===== src/logic/bsmp_map.svh =====
`ifndef BSMP_MAP_SVH
`define BSMP_MAP_SVH

// Register byte addresses
`define BSMP_ADDR_PIN_SEL1      32'h01c40004
`define BSMP_ADDR_BOOT_CFG      32'h01c40014
`define BSMP_ADDR_CORE_PRIO     32'h01c4003c
`define BSMP_ADDR_PERIPH_PRIO   32'h01c40040

// Widths and counts
`define BSMP_PRIO_W             3
`define BSMP_NUM_MASTERS        9
`define BSMP_BYTE_W             8

// Priority field positions
`define BSMP_CORE_CFG_LSB       8
`define BSMP_PCI_LSB            24
`define BSMP_HOST_LSB           20
`define BSMP_SERIAL_LSB         16
`define BSMP_ETH_LSB            0

// Priority reset values
`define BSMP_CORE_CFG_RST       3'h1
`define BSMP_PERIPH_RST         3'h4

// Boot capture field positions
`define BSMP_BOOT_PLL_LSB       0
`define BSMP_BOOT_ENDIAN_BIT    4
`define BSMP_BOOT_FAST_BIT      8
`define BSMP_BOOT_PCI_BIT       12

// Pin function select field position
`define BSMP_PINSEL_PCI_BIT     0

// Arbiter master indices
`define BSMP_M_TC0              0
`define BSMP_M_TC1              1
`define BSMP_M_TC2              2
`define BSMP_M_CORE_DMA         3
`define BSMP_M_CORE_CFG         4
`define BSMP_M_ETH              5
`define BSMP_M_SERIAL           6
`define BSMP_M_HOST             7
`define BSMP_M_PCI              8

`endif


===== src/logic/bsmp_pkg.sv =====
`include "bsmp_map.svh"

package bsmp_pkg;

    typedef logic [`BSMP_PRIO_W-1:0] bsmp_level_t;

    typedef struct packed {
        bsmp_level_t core_cfg;
        bsmp_level_t pci;
        bsmp_level_t host_port;
        bsmp_level_t serial_link;
        bsmp_level_t ethernet;
    } bsmp_prio_t;

    typedef struct packed {
        logic        done;
        logic        fast_boot;
        bsmp_level_t pll_mult;
        logic        little_endian;
        logic        pci_use;
    } bsmp_boot_t;

    typedef struct packed {
        bsmp_prio_t                   prio;
        logic [31:0]                  rdata;
        logic [`BSMP_NUM_MASTERS-1:0] grant;
    } bsmp_state_t;

endpackage


===== src/logic/bsmp_strap_latch.sv =====
`timescale 1ns/1ps
`include "bsmp_map.svh"

module bsmp_strap_latch (
    input  wire logic                   pclk,
    input  wire logic                   presetn,
    input  wire logic                   pce,
    input  wire logic                   fast_boot_strap,
    input  wire logic [`BSMP_PRIO_W-1:0] pll_multiplier_strap,
    input  wire logic                   byte_order_strap,
    input  wire logic                   pci_use_strap,
    output bsmp_pkg::bsmp_boot_t        boot
);

    bsmp_pkg::bsmp_boot_t s_q;
    bsmp_pkg::bsmp_boot_t s_d;

    // First enabled edge after release takes the straps, then holds
    always_comb
    begin
        s_d = s_q;
        if (!s_q.done)
        begin
            s_d.done          = 1'b1;                  // RULE_17
            s_d.fast_boot     = fast_boot_strap;
            s_d.pll_mult      = pll_multiplier_strap;  // RULE_02
            s_d.little_endian = byte_order_strap;      // RULE_03
            s_d.pci_use       = pci_use_strap;         // RULE_07
        end
    end

    always_ff @(posedge pclk or negedge presetn)
    begin
        if (!presetn)
            s_q <= '0;
        else if (pce)
            s_q <= s_d;
    end

    assign boot = s_q;
endmodule


===== src/logic/bsmp_prio_arb.sv =====
`timescale 1ns/1ps

module bsmp_prio_arb #(
    parameter int N = 9,
    parameter int W = 3
) (
    input  wire logic [N-1:0]   req,
    input  wire logic [N*W-1:0] prio,
    output logic [N-1:0]        grant
);

    if (N < 1 || W < 1)
    begin : g_bad
        $error("Arbiter needs at least one master and one level bit");
    end

    // Lowest level wins, ties go to the lower index
    always_comb
    begin
        logic         found;
        logic [W-1:0] best;
        found = 1'b0;
        best  = '0;
        grant = '0;
        for (int i = 0; i < N; i++)
        begin
            if (req[i] && (!found || prio[i*W +: W] < best)) // RULE_09
            begin
                found = 1'b1;
                best  = prio[i*W +: W];
                grant = '0;
                grant[i] = 1'b1;
            end
        end
    end

endmodule


===== src/logic/bsmp_top.sv =====
// Overview of operation
// (RULE_01) Multiplier straps used only under fast boot
// (RULE_02) Multiplier strap captured at release, read-only
// (RULE_03) Byte order strap one selects little endian
// (RULE_04) Captured byte order unaffected by writes
// (RULE_05) PCI strap one: PCI pins, pulls off
// (RULE_06) PCI strap zero: other pins, pulls on
// (RULE_07) PCI strap copied to two read-only fields
// (RULE_08) System holds PCI strap level during operation
// (RULE_09) Lower priority value wins fabric arbitration
// (RULE_10) Three-bit levels, zero highest, seven lowest
// (RULE_11) Core config port priority bits 10:8
// (RULE_12) PCI, host, serial link fields reset four
// (RULE_13) Ethernet priority bits 2:0 reset four
// (RULE_14) Reserved priority bits read zero
// (RULE_15) Transfer and core DMA priorities come externally
// (RULE_16) Software may tune priority levels
// (RULE_17) Straps sampled once, held until reset
//
// Added by the designer: the APB interface to the registers.
`timescale 1ns/1ps
`include "bsmp_map.svh"

module bsmp_top #(
    parameter int NUM_MASTERS = `BSMP_NUM_MASTERS,
    parameter int PRIO_W      = `BSMP_PRIO_W
) (
    input  wire logic                   pclk,
    input  wire logic                   presetn,
    input  wire logic                   pce,
    input  wire logic                   psel,
    input  wire logic                   penable,
    input  wire logic                   pwrite,
    input  wire logic [31:0]            paddr,
    input  wire logic [31:0]            pwdata,
    input  wire logic [3:0]             pstrb,
    output logic [31:0]                 prdata,
    output logic                        pready,
    output logic                        pslverr,
    input  wire logic                   fast_boot_strap,
    input  wire logic [PRIO_W-1:0]      pll_multiplier_strap,
    input  wire logic                   byte_order_strap,
    input  wire logic                   pci_use_strap,
    output logic [PRIO_W-1:0]           pll_mult_sel,
    output logic                        pll_mult_valid,
    output logic                        little_endian,
    output logic                        pci_pin_function,
    output logic                        pci_pull_enable,
    input  wire logic [PRIO_W-1:0]      transfer_ctrl0_priority,
    input  wire logic [PRIO_W-1:0]      transfer_ctrl1_priority,
    input  wire logic [PRIO_W-1:0]      transfer_ctrl2_priority,
    input  wire logic [PRIO_W-1:0]      core_dma_port_priority,
    input  wire logic [NUM_MASTERS-1:0] master_req,
    output logic [NUM_MASTERS-1:0]      master_grant,
    output bsmp_pkg::bsmp_prio_t        master_prio
);

    if (NUM_MASTERS != `BSMP_NUM_MASTERS || PRIO_W != `BSMP_PRIO_W)
    begin : g_bad_params
        $error("Master count and level width are fixed by the register map");
    end

    localparam bsmp_pkg::bsmp_state_t S_RST = '{
        prio: '{
            core_cfg:    `BSMP_CORE_CFG_RST,
            pci:         `BSMP_PERIPH_RST,
            host_port:   `BSMP_PERIPH_RST,
            serial_link: `BSMP_PERIPH_RST,
            ethernet:    `BSMP_PERIPH_RST
        },
        rdata: '0,
        grant: '0
    };

    bsmp_pkg::bsmp_state_t      s_q;
    bsmp_pkg::bsmp_state_t      s_d;
    bsmp_pkg::bsmp_boot_t       boot;
    logic [NUM_MASTERS-1:0]     arb_grant;
    logic [NUM_MASTERS*PRIO_W-1:0] arb_prio;
    logic [31:0]                rd_word;
    logic                       addr_hit;
    logic                       setup_ph;
    logic                       access_ph;
    logic                       wr_core;
    logic                       wr_periph;

    // Strap capture
    bsmp_strap_latch u_straps (
        .pclk                 (pclk),
        .presetn              (presetn),
        .pce                  (pce),
        .fast_boot_strap      (fast_boot_strap),
        .pll_multiplier_strap (pll_multiplier_strap),
        .byte_order_strap     (byte_order_strap),
        .pci_use_strap        (pci_use_strap),
        .boot                 (boot)
    );

    // Fabric arbitration over all masters
    always_comb
    begin
        arb_prio = '0;
        arb_prio[`BSMP_M_TC0*PRIO_W +: PRIO_W]      = transfer_ctrl0_priority; // RULE_15
        arb_prio[`BSMP_M_TC1*PRIO_W +: PRIO_W]      = transfer_ctrl1_priority; // RULE_15
        arb_prio[`BSMP_M_TC2*PRIO_W +: PRIO_W]      = transfer_ctrl2_priority; // RULE_15
        arb_prio[`BSMP_M_CORE_DMA*PRIO_W +: PRIO_W] = core_dma_port_priority;  // RULE_15
        arb_prio[`BSMP_M_CORE_CFG*PRIO_W +: PRIO_W] = s_q.prio.core_cfg;
        arb_prio[`BSMP_M_ETH*PRIO_W +: PRIO_W]      = s_q.prio.ethernet;
        arb_prio[`BSMP_M_SERIAL*PRIO_W +: PRIO_W]   = s_q.prio.serial_link;
        arb_prio[`BSMP_M_HOST*PRIO_W +: PRIO_W]     = s_q.prio.host_port;
        arb_prio[`BSMP_M_PCI*PRIO_W +: PRIO_W]      = s_q.prio.pci;
    end

    bsmp_prio_arb #(
        .N (NUM_MASTERS),
        .W (PRIO_W)
    ) u_arb (
        .req   (master_req),
        .prio  (arb_prio),
        .grant (arb_grant)
    );

    // Bus phase decode
    assign setup_ph  = psel && !penable;
    assign access_ph = psel && penable;

    always_comb
    begin
        addr_hit = 1'b1;
        rd_word  = '0;
        case (paddr)
            `BSMP_ADDR_CORE_PRIO:
            begin
                rd_word[`BSMP_CORE_CFG_LSB +: PRIO_W] = s_q.prio.core_cfg; // RULE_14
            end
            `BSMP_ADDR_PERIPH_PRIO:
            begin
                rd_word[`BSMP_PCI_LSB +: PRIO_W]    = s_q.prio.pci;        // RULE_14
                rd_word[`BSMP_HOST_LSB +: PRIO_W]   = s_q.prio.host_port;
                rd_word[`BSMP_SERIAL_LSB +: PRIO_W] = s_q.prio.serial_link;
                rd_word[`BSMP_ETH_LSB +: PRIO_W]    = s_q.prio.ethernet;
            end
            `BSMP_ADDR_BOOT_CFG:
            begin
                rd_word[`BSMP_BOOT_PLL_LSB +: PRIO_W] = boot.pll_mult;      // RULE_02
                rd_word[`BSMP_BOOT_ENDIAN_BIT]        = boot.little_endian; // RULE_04
                rd_word[`BSMP_BOOT_FAST_BIT]          = boot.fast_boot;
                rd_word[`BSMP_BOOT_PCI_BIT]           = boot.pci_use;       // RULE_07
            end
            `BSMP_ADDR_PIN_SEL1:
            begin
                rd_word[`BSMP_PINSEL_PCI_BIT] = boot.pci_use; // RULE_07
            end
            default:
            begin
                addr_hit = 1'b0;
            end
        endcase
    end

    assign wr_core   = access_ph && pce && pwrite && paddr == `BSMP_ADDR_CORE_PRIO;
    assign wr_periph = access_ph && pce && pwrite && paddr == `BSMP_ADDR_PERIPH_PRIO;

    // Next state: read capture, priority writes, registered grant
    always_comb
    begin
        s_d = s_q;
        if (setup_ph)
        begin
            s_d.rdata = rd_word;
        end
        if (wr_core && pstrb[`BSMP_CORE_CFG_LSB / `BSMP_BYTE_W])
        begin
            s_d.prio.core_cfg = pwdata[`BSMP_CORE_CFG_LSB +: PRIO_W]; // RULE_11
        end
        if (wr_periph && pstrb[`BSMP_PCI_LSB / `BSMP_BYTE_W])
        begin
            s_d.prio.pci = pwdata[`BSMP_PCI_LSB +: PRIO_W]; // RULE_12
        end
        if (wr_periph && pstrb[`BSMP_HOST_LSB / `BSMP_BYTE_W])
        begin
            s_d.prio.host_port = pwdata[`BSMP_HOST_LSB +: PRIO_W]; // RULE_12
        end
        if (wr_periph && pstrb[`BSMP_SERIAL_LSB / `BSMP_BYTE_W])
        begin
            s_d.prio.serial_link = pwdata[`BSMP_SERIAL_LSB +: PRIO_W]; // RULE_12
        end
        if (wr_periph && pstrb[`BSMP_ETH_LSB / `BSMP_BYTE_W])
        begin
            s_d.prio.ethernet = pwdata[`BSMP_ETH_LSB +: PRIO_W]; // RULE_13
        end
        s_d.grant = arb_grant; // RULE_09
    end

    always_ff @(posedge pclk or negedge presetn)
    begin
        if (!presetn)
            s_q <= S_RST;
        else if (pce)
            s_q <= s_d;
    end

    // Bus answers in the first access cycle unless frozen
    assign pready  = access_ph && pce;
    assign pslverr = access_ph && pce && !addr_hit;
    assign prdata  = s_q.rdata;

    assign master_grant = s_q.grant;
    assign master_prio  = s_q.prio; // RULE_10

    // Boot-time controls
    assign pll_mult_valid   = boot.done && boot.fast_boot;                        // RULE_01
    assign pll_mult_sel     = pll_mult_valid ? boot.pll_mult : '0;                // RULE_01
    assign little_endian    = boot.little_endian;                                 // RULE_03
    assign pci_pin_function = boot.pci_use;                                       // RULE_05
    assign pci_pull_enable  = !boot.pci_use;                                      // RULE_06

    // Checking helpers
    logic [PRIO_W-1:0] granted_level;
    logic              better_waiting;

    always_comb
    begin
        granted_level  = '0;
        better_waiting = 1'b0;
        for (int i = 0; i < NUM_MASTERS; i++)
        begin
            if (arb_grant[i])
                granted_level = arb_prio[i*PRIO_W +: PRIO_W];
        end
        for (int i = 0; i < NUM_MASTERS; i++)
        begin
            if (master_req[i] && arb_prio[i*PRIO_W +: PRIO_W] < granted_level)
                better_waiting = 1'b1;
        end
    end
endmodule


===== config.mk =====
export PLATFORM = sky130hd
export DESIGN_NAME = bsmp_top
export DESIGN_NICKNAME = d
export VERILOG_FILES = /design/src/logic/bsmp_pkg.sv /design/src/logic/bsmp_strap_latch.sv /design/src/logic/bsmp_prio_arb.sv /design/src/logic/bsmp_top.sv
export VERILOG_INCLUDE_DIRS = /design/src /design/src/logic
export SDC_FILE = /design/constraint.sdc
export NUM_CORES = 1
export LEC_CHECK = 0
export BUFFER_PORTS_ARGS = -buffer_cell sky130_fd_sc_hd__buf_2
export CAP_MARGIN = 20
export CORE_MARGIN = 1.5
export CORE_UTILIZATION = 45
export CTS_BUF_LIST = sky130_fd_sc_hd__clkbuf_2 sky130_fd_sc_hd__clkbuf_4 sky130_fd_sc_hd__clkbuf_8
export DETAILED_ROUTE_END_ITERATION = 16
export PLACE_DENSITY = 0.85
export SYNTH_ARGS = -nofsm -noshare
export SYNTH_HDL_FRONTEND = slang
export SYNTH_SLANG_ARGS = --single-unit

===== constraint.sdc =====
create_clock -name pclk -period 19.6 [get_ports pclk]
set_input_delay 3.92 -clock pclk [delete_from_list [all_inputs] [get_ports pclk]]
set_output_delay 3.92 -clock pclk [all_outputs]
set_load 0.01 [all_outputs]

# Word level (Yosys, flattened, before mapping)
# Cells that the tools add are included.
# totals
ff_bits	48
input_bits	101
output_inout_bits	65
elab_cells	107
# op_classes
n_lt_le_gt_ge	8
eq_ne	4
muxes	36
n_bitwise	1
reduce_logical	46
# op_table
op	n
$eq 32x25->1 const B	4
$mux 9	8
$mux 3	12
$lt 3x3->1	8
$logic_and 1x1->1	20
$mux 1	12
$reduce_and 2->1	6
$logic_not 1->1	11
$logic_or 1x1->1	8
$pmux 2 s2	1
$reduce_or 4->1	1
$pmux 1 s3	1
$mux 2	1
$pmux 1 s2	1
$not 1->1	1

# Depth between registers and ports, before layout
# Gate-level depths: netlist (run 1).
# depth
word_depth	33
depth_mapped	55
mapped_depth_nobuf	54

# Modules after synthesis
# Synthesis (run 1) repeated with hierarchy kept, for this count alone.
# hier_totals
hier_cells	345
hier_area_um2	3628.5
# modules_own_cells
module	instances	cells_per_inst	area_per_inst_um2	seq_area_each_um2
bsmp_top	1	155	2049.5	1032.2
bsmp_prio_arb	1	174	1282.5	0.0
bsmp_strap_latch	1	16	296.5	175.2

# Worst setup path after synthesis (run 1)
# No wires, ideal clock.
# synth_timing
path_kind	input to register
from	input port master_req[0]
to	register s_q, in the netlist master_grant[0]
setup_ns	0.140
arrival_time_ns	13.439
required_ns	19.460
setup_slack_ns	6.021
cell_stages	50
path_buffers	1
cell_sequence	buf_4 -> nand2_1 -> ha_1 -> nand2b_1 -> nor2_1 -> a22oi_1 -> mux2_2 -> ha_1 -> a21o_1 -> nand2b_1 -> a211oi_1 -> nor2_1 -> mux2_2 -> ha_1 -> a211o_1 -> o21ai_0 -> o211a_1 -> nand2_1 -> [14 not listed] -> a31oi_1 -> a21boi_1 -> a221o_1 -> ha_1 -> a21oi_1 -> a21oi_1 -> nor2_1 -> a21oi_1 -> nand2_1 -> a221oi_2 -> nor2_2 -> mux2_4 -> ha_1 -> a211oi_1 -> a32oi_1 -> and2_1 -> a22oi_2 -> o22ai_1
# synth_via
elab_chain_cells	33
elab_cells_between_ends	57
classes_between	8 x order compare; 25 x mux; 24 x reduce/logical
# synth_rtl
element	line	source
from (decl)	bsmp_top.sv:53	input wire logic [NUM_MASTERS-1:0] master_req,
$mux 3 / $mux 1 (equally long branches)	bsmp_prio_arb.sv:27	if (req[i] && (!found || prio[i*W +: W] < best))
$lt 3x3->1 / $logic_not 1->1 (equally long branches)	bsmp_prio_arb.sv:27	
$logic_or 1x1->1	bsmp_prio_arb.sv:27	
$logic_and 1x1->1	bsmp_prio_arb.sv:27	
$mux 3 / $mux 1 (equally long branches)	bsmp_prio_arb.sv:27	
$lt 3x3->1 / $logic_not 1->1 (equally long branches)	bsmp_prio_arb.sv:27	
$logic_or 1x1->1	bsmp_prio_arb.sv:27	
$logic_and 1x1->1	bsmp_prio_arb.sv:27	
[17 not listed]	-	
$lt 3x3->1 / $logic_not 1->1 (equally long branches)	bsmp_prio_arb.sv:27	
$logic_or 1x1->1	bsmp_prio_arb.sv:27	
$logic_and 1x1->1	bsmp_prio_arb.sv:27	
$mux 3 / $mux 1 (equally long branches)	bsmp_prio_arb.sv:27	
$lt 3x3->1 / $logic_not 1->1 (equally long branches)	bsmp_prio_arb.sv:27	
$logic_or 1x1->1	bsmp_prio_arb.sv:27	
$logic_and 1x1->1	bsmp_prio_arb.sv:27	
$mux 9 *	bsmp_prio_arb.sv:27	
to (signal assigned)	bsmp_top.sv:198	s_q <= S_RST;
to (signal assigned)	bsmp_top.sv:200	s_q <= s_d;
to (decl)	bsmp_top.sv:75	bsmp_pkg::bsmp_state_t s_q;
# Mark *: on every way between the ends. The rest lies on a longest branch, timed or not.
# A chain may end at the register's enable or synchronous reset.

# Worst setup path in the final report (run 1)
# layout_timing
from	input port master_req[0]
to	register s_q, in the netlist master_grant[5]
# Same word-level chain as after synthesis.

==> metrics.yaml, run 1 <==
power_uw: 261
cp.arrival_ns: 15.04
start_util_pct: 46.0
rsz0062_at_grt: "false"
antennaDiodeCount: 0
fillers: 655
via_per_inst: 5.42
ys_types: 64
async_reset_ff_share_pct: 100
cp-start-kind: "input pin"
ys_warn_count: 0
grt_max_degree: 49
clock_sinks: 48
power_density_mw_per_mm2: 62.6
first_pass_iters: 4
routedWlPerCell_um: 14.5
min_path_type: "register to register"
core_mm2: 0.00721
ant_nets: 0
grt_usage_pct: 22.8
leakagePower_uw: 0.00214
dp_cells: 596
fin_nets: 622
crit_fanout: 12
ys_ff_latch: 48
finalSetupViolCount: 0
drv_cap: 0
irDropWorstVdd_mv: 0.0302
post_cts.repair.setup_buffers: 0
syn_area_mm2: 0.00332
drive_gt1_share_pct: 36.7
mostFrequentLayoutCells: "133 x buf_2, 55 x nand2_1, 43 x dfrtp_1"
finalClockSkew_ns: 0.00582
crit_slowest_cell: "a221oi_1"
path_buf_inv: 2
slew_violations: 0
required_ns: 19.76
synth-main-ff-cell: "dfrtp_1"
avgSynthCellArea_um2: 8.88
gp_congestion: 0.849
final_core_utilization_pct: 57.8
remaining_drc_errors: 0
io_pins: 166
ctsRootBufferMaster: "clkbuf_8"
io_buffers: 133
grt_pass1_wl_mm: 14.3
antenna_found_initial: 0
final_common_cell: "buf_2"
max_stage_delay_ns: 0.52
seq_area_mm2: 0.00121
crit_family: "compound AO/OA/AOI/OAI gates"
clk-insertion-delay-late_ns: 0.29
cts_made_buffers: 5
multi_input_comb_area_mm2: 0.00193
cts-hold-fix-buffers: 0
htree_levels: 2
crit_type: "input pin to register"
die_w_um: 88.9
hold_violations: 0
stdcell_count: 606
synth_edf_count: 0
area_growth_pct: 25.5
routed_wl_mm: 8.76
fin_crit_sh_pct: 75.9
die_y_um: 88.9
slew_headroom_pct: 45.7
cts_resized: 0
status: "complete, no violations"
fin_tns_setup_ns: 0
gr-total-overflow: 0
num_rows: 31
grt_pass1_vias: 3184
fin_crit_ns: 14.87
crit_top_cell: "ha_1"
synthCells: 374
tightest_slew_ns: 0.813
clock.fmax_mhz: 67.2
hpwlAfterDp_mm: 7.04
cts_tree: "done"
drt_iter0_drc: 162
ys_seq_area_share_pct: 36.3
die-area_mm2: 0.00791
cts.clk_slew.worst_paths_ns: 0.09
vias: 3285
endpoint_kind: "register"
cts_buffer_depth: 2
cells in the mapped netlist (4+ instances only):
| cell | instances | share of area (%) |
|---|---|---|
| a21oi_1 | 11 | 1.7 |
| a22oi_1 | 6 | 1.4 |
| and2_1 | 5 | 0.94 |
| and3_1 | 8 | 1.5 |
| buf_4 | 16 | 3.6 |
| clkbuf_1 | 8 | 0.90 |
| dfrtp_1 | 43 | 32 |
| dfstp_2 | 5 | 4.0 |
| ha_1 | 15 | 5.6 |
| inv_1 | 23 | 2.6 |
| mux2_2 | 21 | 7.1 |
| nand2_1 | 55 | 6.2 |
| nand2b_1 | 7 | 1.3 |
| nand3_1 | 4 | 0.60 |
| nand3b_1 | 4 | 0.90 |
| nand4_1 | 6 | 1.1 |
| nor2_1 | 18 | 2.0 |
| nor2b_1 | 6 | 1.1 |
| nor3_1 | 8 | 1.2 |
| nor4_1 | 6 | 1.1 |
| o21a_1 | 4 | 0.90 |
| o21ai_0 | 32 | 4.8 |
| o22ai_1 | 8 | 1.5 |
cells by family after synthesis:
family	synth area share, %
muxes	8.02
AOI/OAI and AO/OA	21.3
and+or+nand+nor	21.1
buffers and inverters	7.12
adders and majority gates	5.99
DFF	36.3
other	0.113
tightest hold or removal path, stage by stage, from the launching register on:
cell	delay, ns
dfrtp_1	0.35
nand2_1	0.04
o21ai_0	0.06
per-layer routing:
layer / GRT usage, % / share of wire, % / vias up
li1: - / - / 1588
met1: 28.2 / 42 / 1530
met2: 40.4 / 49 / 149
met3: 3.60 / 7.0 / 18
met4: 7.53 / 1.6 / 0
met5: 0 / 0 / -
flip-flops by register name, indices dropped and copies added, names as in the netlist:
| register | count |
|---|---|
| prdata | 17 |
| u_straps.boot | 7 |
| master_prio | 15 |
| master_grant | 9 |
final timing paths:
kind | depth (start not counted) | slack (ns) | startpoint | endpoint
min | 2 | 0.48 | prdata[4] | prdata[4]
min reg2reg | 2 | 0.48 | prdata[4] | prdata[4]
max | 51 | 4.73 | master_req[0] | master_grant[5]
max reg2reg | 32 | 12.16 | master_prio[14] | master_grant[5]
min in group asynchronous | 1 | 3.60 | presetn | master_prio[10]
max in group asynchronous | 2 | 15.40 | presetn | master_prio[12]
power by group:
part / total [uW] / internal, uW / switching, uW
Sequential: 106 / 103 / 2.84
Combinational: 80.2 / 34.5 / 45.7
Clock: 74.8 / 41.7 / 33.1
per-stage QoR:
stage               hold slack, ns  area [um2]  setup WS, ns
global placement             0.455        4010          4.93
global route                 0.508        4170          3.73
detailed placement           0.465        4010          4.54
floorplan                    0.495        3370          6.02
CTS                          0.486        4140          4.81
finish                       0.480        4170          4.73
layout make-up:
type                    count  share of cell area, %
multi-input cells         293                   46.3
repair buffers            135                   16.8
inverters                  23                   2.07
well taps                  99                   2.97
flip-flops and latches     48                   29.0
clock buffers               6                   1.98
clock inverters             2                  0.930
No activity file was read; power rests on OpenSTA's default activity.
==> inputs of run 2 (changes only) <==
clock period = 14.6 ns   (was 19.6 ns; I/O delays follow)
==> run 2 against run 1 <==
Net effect: via count grew 0.15%; utilization rose by 0.052 points; hold slack lost 0.0017 ns; highest routed layer unchanged; first-iteration DRC count increased by 0.62%; setup slack got worse by 3.8 ns; cell count unchanged.
==> metrics.yaml, run 2 (same netlist as run 1, synthesis figures left out) <==
final_common_cell: "buf_2"
core_mm2: 0.00721
mostFrequentLayoutCells: "133 x buf_2, 55 x nand2_1, 43 x dfrtp_1"
hold_violations: 0
post_cts.repair.setup_buffers: 0
io_pins: 166
cp-startpoint: "master_req[0]"
vias: 3290
antennaDiodeCount: 0
final_core_utilization_pct: 57.9
p_int_uw: 226
remaining_drc_errors: 0
cts.clk_slew.worst_paths_ns: 0.09
r2r_start: "master_prio[14]"
ctsRootBufferMaster: "clkbuf_8"
regToRegSetupSlack_ns: 7.27
finalSetupViolCount: 0
num_rows: 31
fin_crit_ns: 13.69
die_w_um: 88.9
power_density_mw_per_mm2: 80.5
crit_slowest_cell: "a221oi_2"
grt_pass1_wl_mm: 14.4
gp_congestion: 0.849
fin_nets: 622
via_per_inst: 5.43
routed-wl-met3_um: 492
min_path_type: "register to register"
cts_tree: "done"
wl_met1_mm: 3.79
routed_wl_mm: 8.88
irDropWorstVdd_mv: 0.0327
fillers: 666
cts-hold-fix-buffers: 0
start_util_pct: 46.0
cp.arrival_ns: 13.86
fin_crit_sh_pct: 93.7
finalClockSkew_ns: 0.00869
clock_sinks: 48
drive_gt1_share_pct: 37.5
grt_usage_pct: 22.9
stdcell_count: 606
cp-start-kind: "input pin"
die-area_mm2: 0.00791
grt_max_degree: 49
routedWlPerCell_um: 14.6
rsz0062_at_grt: "false"
holdWs_ns: 0.479
slew_violations: 0
antenna_found_initial: 0
grt_pass1_vias: 3181
hpwlAfterDp_mm: 7.10
crit_top_cell: "ha_1"
timing.rr.end: "master_grant[1]"
tightest_slew_ns: 0.857
endpoint: "master_grant[1]"
slew_headroom_pct: 42.7
seq_area_mm2: 0.00121
dp_cells: 596
clkPwrFrac_pct: 25.0
first_pass_iters: 4
fin_tns_setup_ns: 0
area_growth_pct: 25.6
crit_type: "input pin to register"
p_seq_share_pct: 42.4
clk-insertion-delay-late_ns: 0.30
crit_fanout: 12
power_uw: 336
switching_share_pct: 32.7
endpoint_kind: "register"
cts_buffer_depth: 2
htree_levels: 2
clock.fmax_mhz: 73.1
max_stage_delay_ns: 0.40
die_y_um: 88.9
required_ns: 14.77
p_switching_uw: 110
cts_made_buffers: 5
cts_resized: 0
routed.top_layer: "met4"
leakagePower_uw: 0.00213
largest_reg_flops: 17
gr-total-overflow: 0
drv_cap: 0
io_buffers: 133
drt_iter0_drc: 163
status: "complete, no violations"
multi_input_comb_area_mm2: 0.00195
r2r_cells: 31
pwr-share-comb_pct: 32.6
ant_nets: 0
met2_wirelength_mm: 4.41
[run 2: area by class of cell]
type | instances | area share, %
multi-input combinational | 293 | 46.7
clock inverter | 1 | 0.180
tap | 99 | 2.97
inverter | 23 | 2.07
sequential | 48 | 28.9
clock buffer | 7 | 2.16
timing repair buffer | 135 | 17.0
[run 2: routing by layer]
metal	GRT usage [%]	vias to the layer above
met5	0	-
met4	6.53	0
met3	3.23	22
met2	41.5	122
met1	28.4	1555
li1	-	1591
[run 2: power groups by stage]
stage	sequential [uW]	combinational, uW	clock (uW)
floorplan	146	71.0	0
global placement	145	101	0
detailed placement	145	106	0
CTS	142	107	86.6
global route	143	123	92.6
finish	142	110	84.1
[run 2: how the worst min path moves through the flow]
stage	start	to	cells after the start	slack, ns
finish	prdata[2]	prdata[2]	2	0.48
detailed placement	prdata[4]	prdata[4]	2	0.46
global placement	prdata[4]	prdata[4]	2	0.46
CTS	prdata[4]	prdata[4]	2	0.48
global route	prdata[4]	prdata[4]	2	0.51
floorplan	u_straps.boot[2]	u_straps.boot[2]	1	0.50
[run 2: stage by stage]
| stage | setup slack (ns) | area (um2) |
|---|---|---|
| 2_1_floorplan | 2.02 | 3370 |
| 3_3_place_gp | 0.928 | 4010 |
| 3_5_place_dp | 0.516 | 4010 |
| 4_1_cts | 0.775 | 4110 |
| 5_1_grt | 0.0595 | 4170 |
| 6_report | 0.913 | 4170 |
[run 2: worst max-delay path, delay by kind of cell]
kind,cells,cell delay (ns)
AO/OA/AOI/OAI,27,6.32
AND/OR/NAND/NOR,11,1.32
adder cells (fa/ha/maj),8,2.35
multiplexers,2,0.63
buffers and inverters,2,0.27
==> inputs of run 3 (changes only) <==
CORE_MARGIN = 2   (was 1.5)
==> run 3 against run 2 <==
Net effect: critical path type unchanged; highest routed layer unchanged; routed wire length shrank 1.2%; largest power group unchanged; non-clock buffer count unchanged; setup slack better by 0.063 ns; via count down 2.4%; hold slack improved by 0.0013 ns; clock power up 15%; die area increased by 2.3%.
==> metrics.yaml, run 3 (same netlist as run 1, synthesis figures left out) <==
status: "complete, no violations"
rsz0062_at_grt: "false"
post_cts.repair.setup_buffers: 0
crit_top_cell: "ha_1"
drv_cap: 0
endpoint_kind: "register"
tightest_slew_ns: 0.914
vias: 3211
max_stage_delay_ns: 0.45
num_rows: 31
ctsRootBufferMaster: "clkbuf_8"
slew_violations: 0
io_buffers: 133
cts.clk_slew.worst_paths_ns: 0.08
irDropWorstVdd_mv: 0.0414
mostFrequentLayoutCells: "133 x buf_2, 55 x nand2_1, 43 x dfrtp_1"
area_growth_pct: 25.3
fin_crit_ns: 13.62
fin_tns_setup_ns: 0
clkPwrFrac_pct: 28.0
htree_levels: 2
antennaDiodeCount: 0
grt_max_degree: 49
antenna_found_initial: 0
pwr-share-comb_pct: 30.9
clock.fmax_mhz: 73.4
leakagePower_uw: 0.00214
core_mm2: 0.00721
crit_slowest_cell: "o31ai_1"
power_density_mw_per_mm2: 83.2
fin_nets: 622
finalSetupViolCount: 0
cts_tree: "done"
crit_fanout: 12
clk-insertion-delay-late_ns: 0.30
grt_pass1_vias: 3149
fin_crit_sh_pct: 93.3
hpwlAfterDp_mm: 7.01
regToRegSetupSlack_ns: 7.25
gr-total-overflow: 0
slew_headroom_pct: 38.9
cts_made_buffers: 5
hold_violations: 0
drive_gt1_share_pct: 36.9
fin_ws_ns: 0.976
gp_congestion: 0.823
p_switching_uw: 109
die_y_um: 89.9
routedWlPerCell_um: 14.5
power_uw: 346
min_path_type: "register to register"
final_common_cell: "buf_2"
largest_reg_flops: 17
switching_share_pct: 31.4
die-area_mm2: 0.00809
p_int_uw: 237
fillers: 665
crit_type: "input pin to register"
first_pass_iters: 4
p_seq_share_pct: 41.1
cts_buffer_depth: 2
remaining_drc_errors: 0
die_w_um: 89.9
routed_wl_mm: 8.77
via_per_inst: 5.30
grt_usage_pct: 21.9
drt_iter0_drc: 189
finalClockSkew_ns: 0.00494
io_pins: 166
clock_sinks: 48
grt_pass1_wl_mm: 14.8
start_util_pct: 46.0
ant_nets: 0
cp-start-kind: "input pin"
cp.arrival_ns: 13.79
required_ns: 14.77
pre_cts_ws_ns: 0.602
## run 3: cell types whose count changed in the layout (fill, tap and decap cells not counted), sizes merged
cell,change
bufinv,+1
clkbuf,-1
clkinv,+1
clkinvlp,-1
## run 3: worst max-delay path: cells and delay by family
kind	cells	cell delay, ns
adders and majority gates	8	2.41
AOI/OAI and AO/OA	27	5.91
muxes	3	1.04
buffers and inverters	1	0.20
and+or+nand+nor	10	1.29
## run 3: worst paths after layout
check / startpoint / to / cells after the start
worst max-delay path: master_req[0] / master_grant[6] / 49
worst min-delay path: prdata[26] / prdata[26] / 2
worst max register to register: master_prio[14] / master_grant[6] / 31
worst min register to register: prdata[26] / prdata[26] / 2
max in group asynchronous: presetn / master_prio[2] / 2
min in group asynchronous: presetn / prdata[25] / 1
## run 3: cell type report
type,instances,area (um2),share of cell area (%)
Sequential cell,48,1210,29.0
Tap cell,99,124,2.97
Inverter,23,86.3,2.07
Multi-Input combinational cell,293,1930,46.5
Timing Repair Buffer,135,701,16.8
Clock buffer,6,76.3,1.83
Clock inverter,2,35.0,0.841
## run 3: power by group through the flow
stage	clock (uW)	sequential [uW]	combinational, uW
3_5_place_dp	0	145	106
3_3_place_gp	0	145	102
2_1_floorplan	0	146	71.0
4_1_cts	98.7	142	106
6_report	97.0	142	107
5_1_grt	105	143	120
## run 3: through the flow
stage	cell area (um2)	hold slack, ns	utilization, %	std cells
2_1_floorplan	3370	0.495	-	388
3_3_place_gp	4010	0.456	55.6	596
3_5_place_dp	4010	0.465	55.6	596
4_1_cts	4130	0.485	57.2	604
5_1_grt	4160	0.512	57.7	606
6_report	4160	0.480	57.7	606
## run 3: metal layers
metal	wire length, um	global-route usage, %
met2	4170	37.3
met1	3940	28.8
met4	93	4.74
met5	0	0
met3	564	4.86
## run 3: repair_timing
action | in CTS | in global routing
setup endpoints to repair | 0 | 7
hold buffers | 0 | 0
gates resized for setup | 0 | 1
